===== src/hdl/burst_fifo_map.svh =====
`ifndef BURST_FIFO_MAP_SVH
`define BURST_FIFO_MAP_SVH

// Data path word width and FIFO depth.
`define WORD_W       18
`define FIFO_DEPTH   64
// Input and output staging registers on each side of the FIFO.
`define STAGE_DEPTH  2
// Largest burst per service grant.
`define BURST_MAX    32
// Polls ignored after the device ends a burst itself.
`define SKIP_POLLS   2'h2
// Room needed to ask for a burst.
`define BURST_ROOM   2

`endif


===== src/hdl/burst_fifo_pkg.sv =====
package burst_fifo_pkg;

    `include "burst_fifo_map.svh"

    typedef logic [`WORD_W-1:0] word_t;

    // Backplane strobes and levels, already decoded.
    typedef struct packed {
        logic strobe;
        logic data_enable;
        logic poll_strobe;
        logic service_request_poll;
        logic grant;
    } bp_ctrl_t;

    typedef enum logic [1:0] {
        S_IDLE  = 2'h0,
        S_POLL  = 2'h1,
        S_BURST = 2'h3,
        S_HOLD  = 2'h2
    } fsm_state_t;

endpackage


===== src/hdl/burst_fifo_transfer_control.sv =====
`timescale 1ns/10ps
`include "burst_fifo_map.svh"
module burst_fifo_transfer_control
    import burst_fifo_pkg::*;
#(
    parameter int DEPTH     = `FIFO_DEPTH,
    parameter int BURST_MAX = `BURST_MAX
) (
    input  wire logic                     i_clk,
    input  wire logic                     i_reset_n,
    input  wire logic                     i_device_clear,
    input  wire logic                     i_direction_out,
    input  wire burst_fifo_pkg::bp_ctrl_t i_bp,
    input  wire burst_fifo_pkg::word_t    i_bus_data,
    output burst_fifo_pkg::word_t         o_bus_data,
    output logic                          o_poll_response,
    output logic                          o_burst_request,
    output logic                          o_periph_request,
    input  wire logic                     i_periph_ack,
    input  wire burst_fifo_pkg::word_t    i_periph_data,
    output burst_fifo_pkg::word_t         o_periph_data
);
    import burst_fifo_pkg::*;

    localparam int CNT_W = $clog2(DEPTH + 1);
    localparam int BW    = $clog2(BURST_MAX + 1);

    if (BURST_MAX < 2 || BURST_MAX > DEPTH)
    begin : g_bad_burst
        $error("BURST_MAX must lie between two and DEPTH");
    end

    bp_ctrl_t         bp;
    bp_ctrl_t         bp_prev;
    logic             ack;
    logic             clear;
    logic             strobe_rise;
    logic             poll_rise;
    logic             ack_rise;
    logic             dir_out;
    fsm_state_t       state;
    fsm_state_t       next_state;
    logic [1:0]       skip;
    logic [BW-1:0]    beats;
    logic             req_seen;
    word_t            in_stage [`STAGE_DEPTH];
    word_t            out_stage [`STAGE_DEPTH];
    logic [1:0]       in_cnt;
    logic [1:0]       out_cnt;
    logic             in_push;
    logic             in_pop;
    logic             out_load;
    logic             out_pop;
    logic             fifo_in_valid;
    logic             fifo_in_ready;
    word_t            fifo_in_data;
    logic             fifo_out_valid;
    logic             fifo_out_ready;
    word_t            fifo_out_data;
    logic [CNT_W-1:0] fifo_count;
    logic [CNT_W:0]   free_words;
    logic             ready_answer;
    logic             burst_ok;
    logic             periph_req;
    logic             periph_busy;
    logic             periph_push;
    logic             periph_pop;

    sync_stage #(
        .WIDTH ($bits(bp_ctrl_t) + 2)
    ) u_sync (
        .i_clk     (i_clk),
        .i_reset_n (i_reset_n),
        .i_async   ({i_bp, i_periph_ack, i_device_clear}),
        .o_sync    ({bp, ack, clear})
    );

    always_ff @(posedge i_clk or negedge i_reset_n)
    begin
        if (!i_reset_n)
        begin
            bp_prev <= '0;
        end
        else
        begin
            bp_prev <= bp;
        end
    end

    assign strobe_rise = bp.strobe && !bp_prev.strobe && bp.data_enable;
    assign poll_rise   = bp.poll_strobe && !bp_prev.poll_strobe;

    // Direction is taken only while the path is cleared.
    always_ff @(posedge i_clk or negedge i_reset_n)
    begin
        if (!i_reset_n)
        begin
            dir_out <= 1'b0;
        end
        else if (clear)
        begin
            dir_out <= i_direction_out;
        end
    end

    word_fifo #(
        .WIDTH ($bits(word_t)),
        .DEPTH (DEPTH)
    ) u_fifo (
        .i_clk       (i_clk),
        .i_reset_n   (i_reset_n),
        .i_clear     (clear),
        .i_in_valid  (fifo_in_valid),
        .o_in_ready  (fifo_in_ready),
        .i_in_data   (fifo_in_data),
        .o_out_valid (fifo_out_valid),
        .i_out_ready (fifo_out_ready),
        .o_out_data  (fifo_out_data),
        .o_count     (fifo_count)
    );

    assign fifo_in_valid  = dir_out ? periph_push : in_pop;
    assign fifo_in_data   = dir_out ? i_periph_data : in_stage[0];
    assign fifo_out_ready = dir_out ? out_load : periph_pop;
    assign free_words     = (CNT_W + 1)'(DEPTH) - {1'b0, fifo_count};

    // Input staging: words from the bus, including late ones after a drop.
    assign in_push = strobe_rise && !dir_out && (in_cnt != 2'h2);
    assign in_pop  = !dir_out && (in_cnt != 2'h0) && fifo_in_ready
                     && (state != S_HOLD || poll_rise);

    always_ff @(posedge i_clk or negedge i_reset_n)
    begin
        if (!i_reset_n)
        begin
            in_cnt   <= 2'h0;
            in_stage <= '{default: '0};
        end
        else if (clear)
        begin
            in_cnt <= 2'h0;
        end
        else
        begin
            unique case ({in_push, in_pop})
                2'b10:
                begin
                    in_stage[in_cnt[0]] <= i_bus_data;
                    in_cnt              <= in_cnt + 2'h1;
                end
                2'b01:
                begin
                    in_stage[0] <= in_stage[1];
                    in_cnt      <= in_cnt - 2'h1;
                end
                2'b11:
                begin
                    in_stage[0]         <= (in_cnt == 2'h1) ? i_bus_data : in_stage[1];
                    in_stage[in_cnt[0]] <= i_bus_data;
                end
                2'b00:
                begin
                end
            endcase
        end
    end

    // Output staging: loaded on poll edges, or freely during a burst.
    assign out_load = dir_out && fifo_out_valid && (out_cnt != 2'h2)
                      && (state == S_BURST || poll_rise);
    assign out_pop  = strobe_rise && dir_out && (out_cnt != 2'h0);

    always_ff @(posedge i_clk or negedge i_reset_n)
    begin
        if (!i_reset_n)
        begin
            out_cnt   <= 2'h0;
            out_stage <= '{default: '0};
        end
        else if (clear)
        begin
            out_cnt <= 2'h0;
        end
        else
        begin
            unique case ({out_load, out_pop})
                2'b10:
                begin
                    out_stage[out_cnt[0]] <= fifo_out_data;
                    out_cnt               <= out_cnt + 2'h1;
                end
                2'b01:
                begin
                    out_stage[0] <= out_stage[1];
                    out_cnt      <= out_cnt - 2'h1;
                end
                2'b11:
                begin
                    out_stage[0] <= (out_cnt == 2'h1) ? fifo_out_data : out_stage[1];
                    out_stage[1] <= fifo_out_data;
                end
                2'b00:
                begin
                end
            endcase
        end
    end

    assign o_bus_data = out_stage[0];

    // Answer polls with one word of room or data; no held inbound words.
    assign ready_answer = dir_out ? (out_cnt != 2'h0)
                                  : (fifo_in_ready && in_cnt == 2'h0);
    // Burst needs two words of room, or more than one word on hand.
    assign burst_ok = dir_out ? (out_cnt == 2'h2 || (out_cnt != 2'h0 && fifo_count != '0))
                              : (free_words >= (CNT_W + 1)'(in_cnt) + (CNT_W + 1)'(`BURST_ROOM));

    always_comb
    begin
        next_state = state;
        unique case (state)
            S_IDLE:
            begin
                if (ready_answer && skip == 2'h0)
                begin
                    next_state = S_POLL;
                end
            end
            S_POLL:
            begin
                if (bp.grant)
                begin
                    next_state = S_BURST;
                end
                else if (!ready_answer)
                begin
                    next_state = S_IDLE;
                end
            end
            S_BURST:
            begin
                if (!bp.grant)
                begin
                    next_state = S_IDLE;
                end
                else if (req_seen && !burst_ok && beats < BW'(BURST_MAX))
                begin
                    next_state = S_HOLD;
                end
            end
            S_HOLD:
            begin
                if (skip == 2'h0 && in_cnt == 2'h0)
                begin
                    next_state = S_IDLE;
                end
            end
        endcase
    end

    always_ff @(posedge i_clk or negedge i_reset_n)
    begin
        if (!i_reset_n)
        begin
            state <= S_IDLE;
        end
        else if (clear)
        begin
            state <= S_IDLE;
        end
        else
        begin
            state <= next_state;
        end
    end

    // Poll-skip count: loaded when the device ends a burst itself.
    always_ff @(posedge i_clk or negedge i_reset_n)
    begin
        if (!i_reset_n)
        begin
            skip <= 2'h0;
        end
        else if (clear)
        begin
            skip <= 2'h0;
        end
        else if (state == S_BURST && next_state == S_HOLD)
        begin
            skip <= `SKIP_POLLS;
        end
        else if (poll_rise && skip != 2'h0)
        begin
            skip <= skip - 2'h1;
        end
    end

    // Words per grant, and whether the request was raised in this grant.
    always_ff @(posedge i_clk or negedge i_reset_n)
    begin
        if (!i_reset_n)
        begin
            beats    <= '0;
            req_seen <= 1'b0;
        end
        else if (clear || state != S_BURST)
        begin
            beats    <= '0;
            req_seen <= 1'b0;
        end
        else
        begin
            if (strobe_rise && beats != BW'(BURST_MAX))
            begin
                beats <= beats + BW'(1);
            end
            if (o_burst_request)
            begin
                req_seen <= 1'b1;
            end
        end
    end

    assign o_poll_response = (state == S_POLL) && ready_answer && bp.service_request_poll;
    assign o_burst_request = (state == S_BURST) && bp.grant && burst_ok
                             && (beats < BW'(BURST_MAX));

    // Peripheral handshake, run only from FIFO room or data.
    assign ack_rise    = ack && !periph_busy;
    assign periph_push = periph_req && ack_rise && dir_out;
    assign periph_pop  = periph_req && ack_rise && !dir_out;

    always_ff @(posedge i_clk or negedge i_reset_n)
    begin
        if (!i_reset_n)
        begin
            periph_req  <= 1'b0;
            periph_busy <= 1'b0;
        end
        else if (clear)
        begin
            periph_req  <= 1'b0;
            periph_busy <= 1'b0;
        end
        else if (periph_req && ack)
        begin
            periph_req  <= 1'b0;
            periph_busy <= 1'b1;
        end
        else if (periph_busy && !ack)
        begin
            periph_busy <= 1'b0;
        end
        else if (!periph_busy && !periph_req && (dir_out ? fifo_in_ready : fifo_out_valid))
        begin
            periph_req <= 1'b1;
        end
    end

    assign o_periph_request = periph_req;
    assign o_periph_data    = fifo_out_data;
endmodule


===== src/hdl/sync_stage.sv =====
`timescale 1ns/10ps
module sync_stage #(
    parameter int WIDTH = 1
) (
    input  wire logic             i_clk,
    input  wire logic             i_reset_n,
    input  wire logic [WIDTH-1:0] i_async,
    output logic      [WIDTH-1:0] o_sync
);
    logic [WIDTH-1:0] meta;

    if (WIDTH < 1)
    begin : g_bad_width
        $error("sync_stage needs WIDTH of at least one");
    end

    // Two flip-flops per bit; only the second one is seen outside.
    always_ff @(posedge i_clk or negedge i_reset_n)
    begin
        if (!i_reset_n)
        begin
            meta   <= '0;
            o_sync <= '0;
        end
        else
        begin
            meta   <= i_async;
            o_sync <= meta;
        end
    end
endmodule


===== src/hdl/word_fifo.sv =====
`timescale 1ns/10ps
module word_fifo #(
    parameter int WIDTH = 18,
    parameter int DEPTH = 64,
    parameter int CNT_W = $clog2(DEPTH + 1)
) (
    input  wire logic             i_clk,
    input  wire logic             i_reset_n,
    input  wire logic             i_clear,
    input  wire logic             i_in_valid,
    output logic                  o_in_ready,
    input  wire logic [WIDTH-1:0] i_in_data,
    output logic                  o_out_valid,
    input  wire logic             i_out_ready,
    output logic      [WIDTH-1:0] o_out_data,
    output logic      [CNT_W-1:0] o_count
);
    localparam int AW = $clog2(DEPTH);

    logic [WIDTH-1:0] mem [DEPTH];
    logic [AW-1:0]    wr_ptr;
    logic [AW-1:0]    rd_ptr;
    logic [CNT_W-1:0] mem_cnt;
    logic             push;
    logic             take;
    logic             load;

    if (DEPTH < 4 || (DEPTH & (DEPTH - 1)) != 0)
    begin : g_bad_depth
        $error("word_fifo DEPTH must be a power of two, at least four");
    end

    assign o_count    = mem_cnt + CNT_W'(o_out_valid);
    assign o_in_ready = o_count < CNT_W'(DEPTH);
    assign push       = i_in_valid && o_in_ready;
    assign take       = o_out_valid && i_out_ready;
    assign load       = (mem_cnt != '0) && (!o_out_valid || take);

    always_ff @(posedge i_clk)
    begin
        if (push)
        begin
            mem[wr_ptr] <= i_in_data;
        end
    end

    // Head word is held in a register so read data never come from the array.
    always_ff @(posedge i_clk or negedge i_reset_n)
    begin
        if (!i_reset_n)
        begin
            wr_ptr      <= '0;
            rd_ptr      <= '0;
            mem_cnt     <= '0;
            o_out_valid <= 1'b0;
            o_out_data  <= '0;
        end
        else if (i_clear)
        begin
            wr_ptr      <= '0;
            rd_ptr      <= '0;
            mem_cnt     <= '0;
            o_out_valid <= 1'b0;
        end
        else
        begin
            if (push)
            begin
                wr_ptr <= wr_ptr + AW'(1);
            end
            if (load)
            begin
                rd_ptr     <= rd_ptr + AW'(1);
                o_out_data <= mem[rd_ptr];
            end
            mem_cnt <= mem_cnt + CNT_W'(push) - CNT_W'(load);
            if (load)
            begin
                o_out_valid <= 1'b1;
            end
            else if (take)
            begin
                o_out_valid <= 1'b0;
            end
        end
    end
endmodule


===== config.mk =====
export PLATFORM = sky130hd
export DESIGN_NAME = burst_fifo_transfer_control
export DESIGN_NICKNAME = d
export VERILOG_FILES = /design/src/hdl/burst_fifo_pkg.sv /design/src/hdl/burst_fifo_transfer_control.sv /design/src/hdl/sync_stage.sv /design/src/hdl/word_fifo.sv
export VERILOG_INCLUDE_DIRS = /design/src /design/src/hdl
export SDC_FILE = /design/constraint.sdc
export NUM_CORES = 1
export LEC_CHECK = 0
export BUFFER_PORTS_ARGS = -buffer_cell sky130_fd_sc_hd__clkbuf_2
export CAP_MARGIN = 20
export CORE_MARGIN = 2
export CORE_UTILIZATION = 50
export CTS_BUF_LIST = sky130_fd_sc_hd__clkbuf_2 sky130_fd_sc_hd__clkbuf_4 sky130_fd_sc_hd__clkbuf_8
export CTS_CLUSTER_DIAMETER = 80
export CTS_CLUSTER_SIZE = 30
export DETAILED_ROUTE_END_ITERATION = 16
export PLACE_DENSITY = 0.64
export SLEW_MARGIN = 20
export SYNTH_ARGS = -nofsm -noshare
export SYNTH_HDL_FRONTEND = slang
export SYNTH_SLANG_ARGS = --single-unit
export TNS_END_PERCENT = 100

===== constraint.sdc =====
create_clock -name i_clk -period 7.6 [get_ports i_clk]
set_input_delay 0.76 -clock i_clk [delete_from_list [all_inputs] [get_ports i_clk]]
set_output_delay 0.76 -clock i_clk [all_outputs]
set_load 0.02 [all_outputs]

==> flow_summary.toml <==
[floorplan]
io_pins = 85
fp.dieH_um = 324.5
die_area_um2 = 105300
fp.coreArea_um2 = 101900
die-width_um = 324.5
num_rows = 117
initial_core_util_pct = 50.40

[setup_path]
path_max_fanout = 5
arrival_ps = 3550
start_kind = "register"
r2r-end = "u_fifo.mem[58][8]"
rr_worst_depth = 9
crit_start = "u_fifo.o_out_valid"
crit_end = "o_burst_request"
r2r_start = "u_fifo.o_out_valid"
required_ps = 6840
rrSetupSlack_ps = 3570
path_class = "reg2out"
cp-end-kind = "output pin"

[synth]
yosysWarnings = 0
synth_area_um2 = 51350
synth_cell_types = 65
yosys_register_bits = 1296
synth_cells = 2705
syn_avg_cell_area_um2 = 18.98
async_reset_ff_share_pct = 11.11
syn_nets = 2790
seq_area_frac_synth_pct = 74.38
synth_edf_count = 1152
ys_dominant_reg_cell = "edfxtp_1"

[power]
power-per-cell-area_nw_per_um2 = 298.2
p_leak_nw = 17.58
vdd_ir_drop_max_mv = 0.3160
finalPower_mw = 16.30

[placed_design]
place_area_um2 = 53530
hpwl_um = 69250
gp_congestion = 0.8324
io_buffers = 84

[clock_network]
clock-sinks = 1296
h-tree-depth = 2
clock_path_buffers = 3
cts_resized = 0
post_cts_buffers = 0
cts-buffers-inserted = 52
holdBufCountCts = 3
clock_latency_ps = 800
clockRootBuffer = "clkbuf_8"
cts.clk_slew.worst_paths_ps = 160
tritoncts = "done"

[timing]
fin_crit_ps = 4308
hold_viol_final = 0
fmax_mhz = 232.1
slew_viol_final = 0
whs_ps = 47.85
finalCritPeriodShare_pct = 56.68
rsz0062_at_grt = "false"
final.setup.tns_ps = 0
skew_ps = 52.55
tightest_slew_ps = 1125
slew-limit-headroom_pct = 24.83
setup_viol = 0

[cells_and_area]
drive_gt1_share_pct = 21.60
layout_common_cells = "edfxtp_1 (1152), mux4_2 (232), mux2i_1 (164), dfrtp_1 (141), a21oi_1 (119)"
fin_nets = 2870
area_growth_syn_to_layout_pct = 6.469
final_common_cell = "edfxtp_1"
stdcell_area_um2 = 54670

[global_route]
grt_max_degree = 133
grt_pass1_vias = 25540
grt_first_pass_wirelength_um = 175400
antenna_found_initial = 1
grt_usage_pct = 22.57
grt.overflow.total = 0

[route]
drt_pass1_iterations = 5
drt_iter0_drc = 3294
wire_per_inst_um = 28.47
ant_nets = 0
routed_wl_um = 119300
drc = 0
vias = 25660
vias_per_cell = 6.125

[status]
status = "complete, no violations"

[flow_run]
maxCapViolCount = 0

[hold_path]
hp-class = "in2async"
==> final cells by class <==
type	instances	area, um^2
clock inverters	16	215.2
multi-input cells	1215	12290
well taps	1368	1712
flip-flops and latches	1296	38210
fillers	7932	47210
clock buffers	73	879.6
diodes	1	2.502
repair buffers	189	1251
inverters	31	117.6
==> through the flow <==
| stage | cells | setup WS, ps | utilization (%) |
|---|---|---|---|
| 6_report | 4189 | 3292 | 53.66 |
| 5_1_grt | 4189 | 3022 | 53.66 |
| 4_1_cts | 4188 | 3168 | 53.64 |
| 3_5_place_dp | 4096 | 3506 | 52.54 |
| 3_3_place_gp | 4096 | 3592 | 52.52 |
| 2_1_floorplan | 2705 | 4340 | - |
==> per-layer routing <==
| metal | share of wire, % | GRT usage (%) | routed length [um] |
|---|---|---|---|
| met1 | 44 | 34.01 | 52540 |
| met2 | 47 | 35.28 | 55970 |
| met3 | 6.6 | 3.035 | 7870 |
| met4 | 2.4 | 5.485 | 2876 |
| met5 | 0 | 0 | 0 |
==> where the power goes <==
part           switching [mW]  leakage, nW  internal [mW]
Combinational            2.70         4.80           1.78
Clock                    2.03        0.571          0.886
Sequential              0.324         12.2           8.59
Total                    5.05         17.6           11.3
==> logic make-up after synthesis <==
group / share of synthesized area (%)
muxes: 14.99
adders and majority gates: 0.9649
xor gates and xnor gates: 0.4946
AOI/OAI and AO/OA: 4.201
DFF: 74.38
buffers and inverters: 1.852
and+or+nand+nor: 3.114
==> critical path, cell delays in order (launching register included) <==
cell and delay [ps]:
dfrtp_1 450, ha_1 260, ha_1 320, inv_1 50
ha_1 220, nor4b_1 160, a41oi_1 240, nor2_1 80
a2bb2oi_1 210, o31ai_1 140, nor4_1 370, clkbuf_2 260
==> synthesized netlist by cell type, types with 3 or more instances <==
master    count  area (um^2)
buf_2        31        155.2
mux2_2       74        833.3
a211oi_1     10        75.07
and3_1        4        25.02
or3_1         7        43.79
a22oi_1      87        653.1
nand2_1     100        375.4
nor2b_1      13        81.33
o21bai_1      3        22.52
dfrtp_1     144         3603
and2_1        4        25.02
buf_1        22        82.58
nand2b_1     24        150.1
xnor2_1      15        131.4
nor3_1        3        15.01
o31ai_1      21        157.7
a211o_1       3        26.28
buf_4        39        292.8
nor2_1      122        457.9
nand3_1      47        235.2
a21o_1        3        22.52
clkbuf_1     66        247.7
a21oi_1     119        595.6
nand3b_1      4        30.03
o21ai_0      23        115.1
buf_6         5        56.30
mux4_2      232         5225
inv_1        29        108.9
edfxtp_1   1152        34590
nor3b_1       3        22.52
mux2i_1     164         1642
o211ai_1     19        142.6
xor2_1       14        122.6
a41oi_1      19        166.4
or3b_2        3        26.28
ha_1         38        475.5
nand4_1       6        37.54
==> registers in the layout (all words and copies together), names as in the netlist <==
| register | flops |
|---|---|
| u_sync.o_sync | 7 |
| state | 2 |
| u_fifo.mem_cnt | 7 |
| req_seen | 1 |
| dir_out | 1 |
| u_fifo.mem | 1152 |
| u_fifo.rd_ptr | 6 |
| u_fifo.o_out_valid | 1 |
| in_stage | 36 |
| periph_busy | 1 |
| u_fifo.o_out_data | 18 |
| out_stage | 18 |
| u_fifo.wr_ptr | 6 |
| u_sync.meta | 7 |
| bp_prev | 2 |
| o_periph_request | 1 |
| skip | 2 |
| beats | 6 |
| out_cnt | 2 |
| o_bus_data | 18 |
| in_cnt | 2 |
==> how the worst min path moves through the flow <==
stage                   start               end  slack, ps  depth (start not counted)
6_report            i_reset_n        out_cnt[1]         50                          1
5_1_grt               i_bp[0]    u_sync.meta[2]         20                          1
2_1_floorplan  u_sync.meta[0]  u_sync.o_sync[0]        330                          0
4_1_cts               i_bp[0]    u_sync.meta[2]          3                          1
3_5_place_dp   u_sync.meta[0]  u_sync.o_sync[0]        340                          0
3_3_place_gp   u_sync.meta[4]  u_sync.o_sync[4]        340                          0
Note: power is estimated with default switching activity, not from simulation.
